[config.mk]
export PLATFORM = sky130hd
export DESIGN_NAME = uft_xcvr
export DESIGN_NICKNAME = d
export VERILOG_FILES = /design/src/include/uft_pkg.sv /design/src/logic/uft_fifo.sv /design/src/logic/uft_xcvr.sv
export SDC_FILE = /design/constraint.sdc
export NUM_CORES = 1
export LEC_CHECK = 0
export BUFFER_PORTS_ARGS = -buffer_cell sky130_fd_sc_hd__buf_2
export CAP_MARGIN = 40
export CORE_MARGIN = 3
export CORE_UTILIZATION = 40
export CTS_CLUSTER_SIZE = 10
export DETAILED_ROUTE_END_ITERATION = 12
export PLACE_DENSITY = 0.65
export RECOVER_POWER = 100
export REMOVE_ABC_BUFFERS = 1
export SLEW_MARGIN = 30
export SYNTH_ARGS = -nofsm -noshare
export SYNTH_HDL_FRONTEND = slang
export SYNTH_SLANG_ARGS = --single-unit
[constraint.sdc]
create_clock -name ref_clk -period 5.1 [get_ports ref_clk]
set_input_delay 1.02 -clock ref_clk [delete_from_list [all_inputs] [get_ports ref_clk]]
set_output_delay 1.02 -clock ref_clk [all_outputs]
set_load 0.02 [all_outputs]
[src/include/uft_pkg.sv]
package uft_pkg;
    // ----------------------------------------------------------------
    // Timing
    // ----------------------------------------------------------------
    localparam int CLK_PERIOD_NS       = 20;
    localparam int POR_PULSE_NS        = 800;
    localparam int POR_PULSE_CYC       = POR_PULSE_NS / CLK_PERIOD_NS;
    localparam int DIP_FILTER_US       = 11;
    localparam int DIP_FILTER_CYC      = (DIP_FILTER_US * 1000 + CLK_PERIOD_NS - 1) / CLK_PERIOD_NS;
    localparam int CNT_W               = 10;

    // ----------------------------------------------------------------
    // Register map (byte addresses)
    // ----------------------------------------------------------------
    localparam logic [7:0] CTRL_OFFSET   = 8'h00;
    localparam logic [7:0] STATUS_OFFSET = 8'h04;
    localparam logic [7:0] RXLOG_OFFSET  = 8'h08;

    // Control fields
    localparam int CTRL_DATA_SE0_BIT  = 0;
    localparam int CTRL_BIDIR_BIT     = 1;
    localparam int CTRL_LOG_EN_BIT    = 2;
    localparam logic [2:0] CTRL_RESET = 3'h0;

    // Buffer of receive samples
    localparam int FIFO_W = 8;
    localparam int FIFO_D = 16;

    localparam logic [1:0] RESP_OKAY   = 2'h0;
    localparam logic [1:0] RESP_SLVERR = 2'h2;

    // ----------------------------------------------------------------
    // Internal reset generator states
    // ----------------------------------------------------------------
    typedef enum logic [1:0] {
        UFT_POR_PULSE = 2'b00,
        UFT_POR_IDLE  = 2'b01,
        UFT_POR_DIP   = 2'b11
    } uft_por_state_t;
endpackage : uft_pkg

[src/logic/uft_fifo.sv]
`timescale 1ns/10ps
`default_nettype none
module uft_fifo #(
    parameter int WIDTH = 8,
    parameter int DEPTH = 16
) (
    input  wire logic             ref_clk,   // Clock
    input  wire logic             rstn,      // Async reset, active low
    input  wire logic [WIDTH-1:0] in_data,   // Write data
    input  wire logic             in_valid,  // Write request
    output var  logic             in_ready,  // Not full
    output var  logic [WIDTH-1:0] out_data,  // Read data
    output var  logic             out_valid, // Not empty
    input  wire logic             out_ready  // Read accept
);
    localparam int AW = $clog2(DEPTH);

    logic [WIDTH-1:0] mem [DEPTH];
    logic [AW:0]      wr_q, wr_d, rd_q, rd_d;

    wire push = in_valid && in_ready;
    wire pop  = out_valid && out_ready;

    always_comb begin
        wr_d = push ? wr_q + 1'b1 : wr_q;
        rd_d = pop  ? rd_q + 1'b1 : rd_q;
    end

    always_ff @(posedge ref_clk or negedge rstn) begin
        if (!rstn) begin
            wr_q <= '0;
            rd_q <= '0;
        end else begin
            wr_q <= wr_d;
            rd_q <= rd_d;
        end
    end

    always_ff @(posedge ref_clk) begin
        if (push) begin
            mem[wr_q[AW-1:0]] <= in_data;
        end
    end

    assign in_ready  = !((wr_q[AW] != rd_q[AW]) && (wr_q[AW-1:0] == rd_q[AW-1:0]));
    assign out_valid = (wr_q != rd_q);
    assign out_data  = mem[rd_q[AW-1:0]];

    fifo_bound_a: assert property (@(posedge ref_clk) disable iff (!rstn)
        (wr_q - rd_q) <= (AW+1)'(DEPTH)) else $error("fifo count above depth");
endmodule : uft_fifo
`default_nettype wire

[src/logic/uft_xcvr.sv]
// The placing of the registers and the AXI4-Lite slave port were decided locally.
`timescale 1ns/10ps
`default_nettype none
module uft_xcvr
    import uft_pkg::*;
(
    input  wire logic        ref_clk,          // 50 MHz clock
    input  wire logic        rstn,             // Async reset, active low
    // Controller side
    input  wire logic        reset_pin_n,      // Reset pin, active low
    input  wire logic        oe_n,             // Output enable, active low
    input  wire logic        suspend,          // Suspend
    input  wire logic        vcc_ok,           // Core supply above trip
    input  wire logic        tx_data_plus_i,   // Data/plus pin in
    output logic             tx_data_plus_o,   // Data/plus pin out
    output logic             tx_data_plus_oe,  // Data/plus pin enable
    input  wire logic        se0_minus_i,      // SE0/minus pin in
    output logic             se0_minus_o,      // SE0/minus pin out
    output logic             se0_minus_oe,     // SE0/minus pin enable
    output logic             diff_receive_out, // Differential receive
    output logic             por_active,       // Internal reset pulse
    // Line side
    input  wire logic        dp_i,             // DP line in
    input  wire logic        dm_i,             // DM line in
    input  wire logic        rx_diff,          // Differential comparator
    output logic             dp_o,             // DP drive
    output logic             dm_o,             // DM drive
    output logic             line_oe,          // Driver enable
    // AXI4-Lite slave
    input  wire logic [7:0]  s_awaddr,         // Write address
    input  wire logic        s_awvalid,        // Write address valid
    output logic             s_awready,        // Write address ready
    input  wire logic [31:0] s_wdata,          // Write data
    input  wire logic [3:0]  s_wstrb,          // Write strobes
    input  wire logic        s_wvalid,         // Write data valid
    output logic             s_wready,         // Write data ready
    output logic [1:0]       s_bresp,          // Write response
    output logic             s_bvalid,         // Write response valid
    input  wire logic        s_bready,         // Write response ready
    input  wire logic [7:0]  s_araddr,         // Read address
    input  wire logic        s_arvalid,        // Read address valid
    output logic             s_arready,        // Read address ready
    output logic [31:0]      s_rdata,          // Read data
    output logic [1:0]       s_rresp,          // Read response
    output logic             s_rvalid,         // Read data valid
    input  wire logic        s_rready          // Read data ready
);
    // ----------------------------------------------------------------
    // Internal power-on reset
    // ----------------------------------------------------------------
    uft_por_state_t   por_st_q, por_st_d;
    logic [CNT_W-1:0] por_cnt_q, por_cnt_d;
    logic             por_q, por_d;

    always_comb begin
        por_st_d  = por_st_q;
        por_cnt_d = por_cnt_q;
        por_d     = por_q;
        case (por_st_q)
            UFT_POR_PULSE: begin
                por_d = 1'b1;
                if (!vcc_ok) begin
                    por_cnt_d = '0;
                end else if (por_cnt_q >= CNT_W'(POR_PULSE_CYC - 1)) begin
                    por_st_d  = UFT_POR_IDLE;
                    por_d     = 1'b0;
                    por_cnt_d = '0;
                end else begin
                    por_cnt_d = por_cnt_q + 1'b1;
                end
            end
            UFT_POR_IDLE: begin
                por_cnt_d = '0;
                if (!vcc_ok) begin
                    por_st_d = UFT_POR_DIP;
                end
            end
            UFT_POR_DIP: begin
                if (vcc_ok) begin
                    por_st_d  = UFT_POR_IDLE;
                    por_cnt_d = '0;
                end else if (por_cnt_q >= CNT_W'(DIP_FILTER_CYC - 1)) begin
                    por_st_d  = UFT_POR_PULSE;
                    por_d     = 1'b1;
                    por_cnt_d = '0;
                end else begin
                    por_cnt_d = por_cnt_q + 1'b1;
                end
            end
            default: begin
                por_st_d = UFT_POR_PULSE;
                por_d    = 1'b1;
            end
        endcase
    end

    always_ff @(posedge ref_clk or negedge rstn) begin
        if (!rstn) begin
            por_st_q  <= UFT_POR_PULSE;
            por_cnt_q <= '0;
            por_q     <= 1'b1;
        end else begin
            por_st_q  <= por_st_d;
            por_cnt_q <= por_cnt_d;
            por_q     <= por_d;
        end
    end

    // ----------------------------------------------------------------
    // Transceiver datapath
    // ----------------------------------------------------------------
    logic [$bits(CTRL_RESET)-1:0] ctrl_q, ctrl_d;
    wire  data_se0_encoding        = ctrl_q[CTRL_DATA_SE0_BIT];
    wire  paired_line_encoding     = !data_se0_encoding;
    wire  bidirectional_pin_select = ctrl_q[CTRL_BIDIR_BIT];

    function automatic logic is_jk(input logic p, input logic m);
        return p ^ m;
    endfunction

    logic rcv_hold_q, rcv_hold_d;
    logic dp_d, dm_d, oe_d, rcv_d;
    logic dpo_d, dpoe_d, smo_d, smoe_d;

    always_comb begin
        dp_d = 1'b0;
        dm_d = 1'b0;
        oe_d = reset_pin_n && !por_q && !oe_n;
        if (suspend) begin
            dp_d = tx_data_plus_i;
            dm_d = !tx_data_plus_i;
        end else if (paired_line_encoding) begin
            dp_d = tx_data_plus_i;
            dm_d = se0_minus_i;
        end else if (!se0_minus_i) begin
            dp_d = tx_data_plus_i;
            dm_d = !tx_data_plus_i;
        end
        rcv_hold_d = rcv_hold_q;
        if (!oe_n) begin
            rcv_hold_d = 1'b0;
        end else if (!suspend && is_jk(dp_i, dm_i)) begin
            rcv_hold_d = rx_diff;
        end
        rcv_d  = rcv_hold_d;
        dpo_d  = 1'b0;
        smo_d  = 1'b0;
        dpoe_d = 1'b0;
        smoe_d = 1'b0;
        if (oe_n && bidirectional_pin_select) begin
            dpoe_d = 1'b1;
            smoe_d = 1'b1;
            if (paired_line_encoding) begin
                dpo_d = dp_i;
                smo_d = dm_i;
            end else if (suspend) begin
                dpo_d = dp_i;
                smo_d = !dp_i && !dm_i;
            end else begin
                dpo_d = is_jk(dp_i, dm_i) ? dp_i : rcv_hold_q;
                smo_d = !dp_i && !dm_i;
            end
        end
    end

    always_ff @(posedge ref_clk or negedge rstn) begin
        if (!rstn) begin
            dp_o             <= 1'b0;
            dm_o             <= 1'b0;
            line_oe          <= 1'b0;
            rcv_hold_q       <= 1'b0;
            diff_receive_out <= 1'b0;
            tx_data_plus_o   <= 1'b0;
            tx_data_plus_oe  <= 1'b0;
            se0_minus_o      <= 1'b0;
            se0_minus_oe     <= 1'b0;
        end else begin
            dp_o             <= dp_d;
            dm_o             <= dm_d;
            line_oe          <= oe_d;
            rcv_hold_q       <= rcv_hold_d;
            diff_receive_out <= rcv_d;
            tx_data_plus_o   <= dpo_d;
            tx_data_plus_oe  <= dpoe_d;
            se0_minus_o      <= smo_d;
            se0_minus_oe     <= smoe_d;
        end
    end
    assign por_active = por_q;

    // ----------------------------------------------------------------
    // Receive sample log
    // ----------------------------------------------------------------
    logic [FIFO_W-1:0] fifo_out;
    logic              fifo_ovalid, fifo_iready, fifo_pop;
    wire  log_push = ctrl_q[CTRL_LOG_EN_BIT] && oe_n && !suspend;

    uft_fifo #(.WIDTH(FIFO_W), .DEPTH(FIFO_D)) u_fifo (
        .ref_clk   (ref_clk),
        .rstn      (rstn),
        .in_data   ({5'h00, dp_i, dm_i, rx_diff}),
        .in_valid  (log_push),
        .in_ready  (fifo_iready),
        .out_data  (fifo_out),
        .out_valid (fifo_ovalid),
        .out_ready (fifo_pop)
    );

    // ----------------------------------------------------------------
    // AXI4-Lite slave
    // ----------------------------------------------------------------
    logic        aw_q, aw_d, w_q, w_d, bv_d, rv_d;
    logic [7:0]  awa_q, awa_d;
    logic [31:0] wd_q, wd_d, rd_d;
    logic [1:0]  br_d, rr_d;

    always_comb begin
        aw_d = aw_q;
        w_d = w_q;
        awa_d = awa_q;
        wd_d = wd_q;
        ctrl_d = ctrl_q;
        bv_d = s_bvalid && !s_bready;
        br_d = s_bresp;
        rv_d = s_rvalid && !s_rready;
        rr_d = s_rresp;
        rd_d = s_rdata;
        fifo_pop = 1'b0;
        if (s_awvalid && s_awready) begin
            aw_d = 1'b1;
            awa_d = s_awaddr;
        end
        if (s_wvalid && s_wready) begin
            w_d = 1'b1;
            wd_d = s_wdata;
        end
        if (aw_q && w_q && !s_bvalid) begin
            aw_d = 1'b0;
            w_d = 1'b0;
            bv_d = 1'b1;
            br_d = RESP_OKAY;
            if (awa_q == CTRL_OFFSET) begin
                if (s_wstrb[0]) ctrl_d = wd_q[2:0];
            end else if (awa_q != STATUS_OFFSET && awa_q != RXLOG_OFFSET) begin
                br_d = RESP_SLVERR;
            end
        end
        if (s_arvalid && s_arready) begin
            rv_d = 1'b1;
            rr_d = RESP_OKAY;
            case (s_araddr)
                CTRL_OFFSET:   rd_d = {29'h0, ctrl_q};
                STATUS_OFFSET: rd_d = {24'h0, fifo_ovalid, !fifo_iready, por_q, line_oe,
                                       rcv_hold_q, dp_i, dm_i, suspend};
                RXLOG_OFFSET: begin
                    rd_d = {23'h0, fifo_ovalid, fifo_out};
                    fifo_pop = fifo_ovalid;
                end
                default: begin
                    rd_d = 32'h0;
                    rr_d = RESP_SLVERR;
                end
            endcase
        end
    end

    always_ff @(posedge ref_clk or negedge rstn) begin
        if (!rstn) begin
            aw_q <= 1'b0;
            w_q <= 1'b0;
            awa_q <= 8'h00;
            wd_q <= 32'h0;
            ctrl_q <= CTRL_RESET;
            s_bvalid <= 1'b0;
            s_bresp <= RESP_OKAY;
            s_rvalid <= 1'b0;
            s_rresp <= RESP_OKAY;
            s_rdata <= 32'h0;
            s_awready <= 1'b0;
            s_wready <= 1'b0;
            s_arready <= 1'b0;
        end else begin
            aw_q <= aw_d;
            w_q <= w_d;
            awa_q <= awa_d;
            wd_q <= wd_d;
            ctrl_q <= ctrl_d;
            s_bvalid <= bv_d;
            s_bresp <= br_d;
            s_rvalid <= rv_d;
            s_rresp <= rr_d;
            s_rdata <= rd_d;
            s_awready <= !aw_d && !(s_awvalid && s_awready);
            s_wready <= !w_d && !(s_wvalid && s_wready);
            s_arready <= !rv_d && !(s_arvalid && s_arready);
        end
    end

    // ----------------------------------------------------------------
    // Checks
    // ----------------------------------------------------------------
    drv_off_a: assert property (@(posedge ref_clk) disable iff (!rstn)
        (oe_n || !reset_pin_n || por_q) |=> !line_oe) else $error("driver on during disable");
    paired_tx_a: assert property (@(posedge ref_clk) disable iff (!rstn)
        (!suspend && paired_line_encoding) |=> (dp_o == $past(tx_data_plus_i) && dm_o == $past(se0_minus_i)))
        else $error("paired drive mismatch");
    se0_tx_a: assert property (@(posedge ref_clk) disable iff (!rstn)
        (!suspend && data_se0_encoding && se0_minus_i) |=> (!dp_o && !dm_o)) else $error("se0 not driven");
    susp_tx_a: assert property (@(posedge ref_clk) disable iff (!rstn)
        suspend |=> (dp_o == $past(tx_data_plus_i) && dm_o == !$past(tx_data_plus_i)))
        else $error("suspend drive not differential");
    rcv_zero_a: assert property (@(posedge ref_clk) disable iff (!rstn)
        !oe_n |=> !diff_receive_out) else $error("receive not forced low");
    rcv_hold_a: assert property (@(posedge ref_clk) disable iff (!rstn)
        (oe_n && !suspend && !is_jk(dp_i, dm_i)) |=> $stable(rcv_hold_q)) else $error("hold changed");
    uni_pins_a: assert property (@(posedge ref_clk) disable iff (!rstn)
        !bidirectional_pin_select |=> (!tx_data_plus_oe && !se0_minus_oe)) else $error("pin driven unidirectional");
    por_len_a: assert property (@(posedge ref_clk) disable iff (!rstn)
        (vcc_ok && por_st_q == UFT_POR_PULSE && por_cnt_q == '0 && $past(vcc_ok)) |-> por_q [*8])
        else $error("reset pulse short");
    dip_filter_a: assert property (@(posedge ref_clk) disable iff (!rstn)
        (por_st_q == UFT_POR_DIP && vcc_ok) |=> !por_q) else $error("short dip reacted");
    se0_detect_a: assert property (@(posedge ref_clk) disable iff (!rstn)
        (oe_n && bidirectional_pin_select && data_se0_encoding && suspend && !dp_i && !dm_i)
        |=> se0_minus_o) else $error("se0 not reported");

    por_done_c: cover property (@(posedge ref_clk) disable iff (!rstn) $fell(por_q));
    dip_restart_c: cover property (@(posedge ref_clk) disable iff (!rstn) $rose(por_q));
    tx_enable_c: cover property (@(posedge ref_clk) disable iff (!rstn) $rose(line_oe));
    log_full_c: cover property (@(posedge ref_clk) disable iff (!rstn) !fifo_iready);
endmodule : uft_xcvr
`default_nettype wire

==> results.yml <==
timing:
  finalSetupTns_ns: 0
  period_share_pct: 60.9
  slew_headroom_pct: -0.930
  finalMaxSlewViolations: 28
  hold_slack_ns: 0.488
  finalCriticalPeriod_ns: 3.11
  fmax_ghz: 0.322
  finalSetupViolCount: 0
  hold_viol: 0
  timing.final.ws_setup_ns: 1.99
  rsz0062_at_grt: "no"
  fin_skew_ns: 0.00914
  tightest_slew_ns: 1.51
setup_path:
  path_max_fanout: 20
  timing.rr.end: "u_fifo.mem[3][2]$_DFFE_PP_"
  cp-start-kind: "flip-flop"
  setup.worst_path.end_class: "flip-flop"
  crit_arrival_ns: 3.11
  worstRegToRegCells: 7
  worst-setup-path-type: "reg2reg"
  r2r-start: "u_fifo.rd_q[2]$_DFFE_PN0P_"
  crit_end: "u_fifo.mem[3][2]$_DFFE_PP_"
  worstPathRequired_ns: 5.10
  rrSetupSlack_ns: 1.99
  crit_path_start: "u_fifo.rd_q[2]$_DFFE_PN0P_"
yosys:
  netlist_area_um2: 5110
  ys_ff_latch: 110
  synth.most_common_cell: "dfrtp_1"
  synth_top_area_share_pct: 29.9
  synth-edff-count: 48
  synth.distinct_cells: 54
  yosysSeqAreaShare_pct: 58.6
  syn_area_per_cell_um2: 13.2
  ys_top_cells_by_count: "dfrtp_1 (61), edfxtp_1 (48), buf_4 (28)"
  synth_area_leaders: "dfrtp_1 (30%), edfxtp_1 (28%), buf_4 (4.1%)"
  synthCells: 388
  synth_ff_type: "dfrtp_1"
  synth.largest_area_cell: "dfrtp_1"
  async_flop_share_pct: 56.4
  ys_warn_count: 0
grt:
  grt-ovfl-total: 0
  grt_max_degree: 63
  track_usage_pct: 13.3
  grt_pass1_vias: 2961
  grt_first_pass_wirelength_um: 15100
  antenna_found_initial: 0
detailed_routing:
  via_count: 3061
  drtAntennaViolNets: 0
  viasPerCell: 4.95
  drc: 0
  drt_first_pass_iters: 4
  drt_iter0_markers: 171
  wirelength_um: 9230
  wl_per_cell_um: 14.9
clocking:
  clk_path_buf_depth: 2
  cts_hold_buf: 0
  clk_latency_ns: 0.35
  cts_tree: "yes"
  clk_pin_slew_worst_paths_ns: 0.07
  cts_buffers: 9
  cts_setup_buffers: 0
  cts_max_level: 3
  clock_sink_count: 110
  clockRootBuffer: "clkbuf_16"
  cts_resized: 0
finish:
  drive_gt1_share_pct: 15.3
  antenna_cells: 0
  nFillCells: 1100
  multi_input_area_um2: 1840
  regArea_um2: 2990
  syn_to_final_growth_pct: 11.3
  layout.nets: 523
hold_path:
  hold_path.class: "reg2reg"
  hold_start: "u_fifo.wr_q[4]$_DFFE_PN0P_"
floorplanning:
  die_h_um: 119
  pin_count: 118
  start_util_pct: 41.7
  dieArea_um2: 14200
  design.core.area_um2: 12300
  die_x_um: 119
  row_count: 40
place:
  gp_congestion: 0.874
  dp_hpwl_um: 6490
  port_buffers: 60
  preCtsSetupSlack_ns: 2.44
power:
  finalPower_mw: 2.06
  leakagePower_nw: 2.37
  powerDensity_nw_per_um2: 362
  peakVddDrop_mv: 0.168
run_status:
  outcome: "finished, violations left"
  violations: "capacitance limit, slew limit"
run:
  drv_cap: 1
cell families (layout without fill, tap and decap cells):
family | count (synthesis) | in the layout | share of synthesized area, %
other | 1 | 25 | 0.0734
AO/OA/AOI/OAI | 54 | 54 | 7.35
XOR/XNOR | 19 | 19 | 3.26
flip-flops | 110 | 110 | 58.6
multiplexers | 35 | 35 | 10.8
buffers and inverters | 57 | 96 | 6.81
AND/OR/NAND/NOR | 103 | 103 | 10.9
adder cells (fa/ha/maj) | 9 | 9 | 2.20
sequential cells by signal, summed over array words and instances, names as in the netlist, 2 cells and up:
register and count:
awa_q 8, ctrl_q 3, por_cnt_q 10, por_st_q 2, s_rdata 9, u_fifo.mem 48
u_fifo.rd_q 5, u_fifo.wr_q 5, wd_q 3
through the flow:
step | utilization [%] | std cells | instance area (µm²)
detailed placement | 44.3 | 601 | 5440
CTS | 46.7 | 617 | 5730
finish | 46.4 | 619 | 5690
global route | 46.4 | 619 | 5690
floorplan | - | 371 | 4910
global placement | 44.3 | 601 | 5440
critical path, stage by stage (launching register included):
cell and delay (ns):
dfrtp_1 0.56, clkbuf_1 0.57, xor2_1 0.21, nor4_1 0.13, a21oi_1 0.15, clkbuf_1 0.56, nand2_1 0.18, nor3_1 0.38
how the worst min path moves through the flow:
stage                                             to  slack (ns)  depth (start not counted)
after CTS                     s_rdata[8]$_DFFE_PN0P_        0.49                          1
after floorplan           u_fifo.wr_q[4]$_DFFE_PN0P_        0.46                          1
final                     u_fifo.wr_q[4]$_DFFE_PN0P_        0.49                          1
after global placement        s_rresp[1]$_DFFE_PN0P_        0.46                          2
after detailed placement      s_rdata[8]$_DFFE_PN0P_        0.47                          1
after global routing          s_bresp[1]$_DFFE_PN0P_        0.52                          2
per-layer routing:
metal	GRT usage (%)	wire, µm
met5	0	0
met4	4.71	128
met3	3.04	366
met2	21.0	4460
met1	18.2	4270
cell usage in the layout, fill, tap and decap left out, types with 10 or more instances in the layout:
cell,instances
a21oi_1,12
o21ai_0,11
conb_1,25
dfrtp_1,61
nand2_1,21
nor2b_1,10
edfxtp_1,48
nor2_1,23
buf_2,28
and3_1,17
xor2_1,11
inv_1,16
clkbuf_1,36
mux2_2,15
clkbuf_16,10
final cells by class:
type	count	area share, %
Clock buffer	11	4.47
Clock inverter	5	0.682
Inverter	16	1.06
Multi-Input combinational cell	245	32.3
Sequential cell	110	52.7
Tap cell	168	3.70
Timing Repair Buffer	64	5.13
report_power, final:
| group | switching [mW] | leakage, nW | internal (mW) |
|---|---|---|---|
| clock | 0.315 | 0.146 | 0.365 |
| sequential | 0.0692 | 1.23 | 1.02 |
| combinational | 0.173 | 1.00 | 0.119 |
Power figures use the tool's default switching activity.
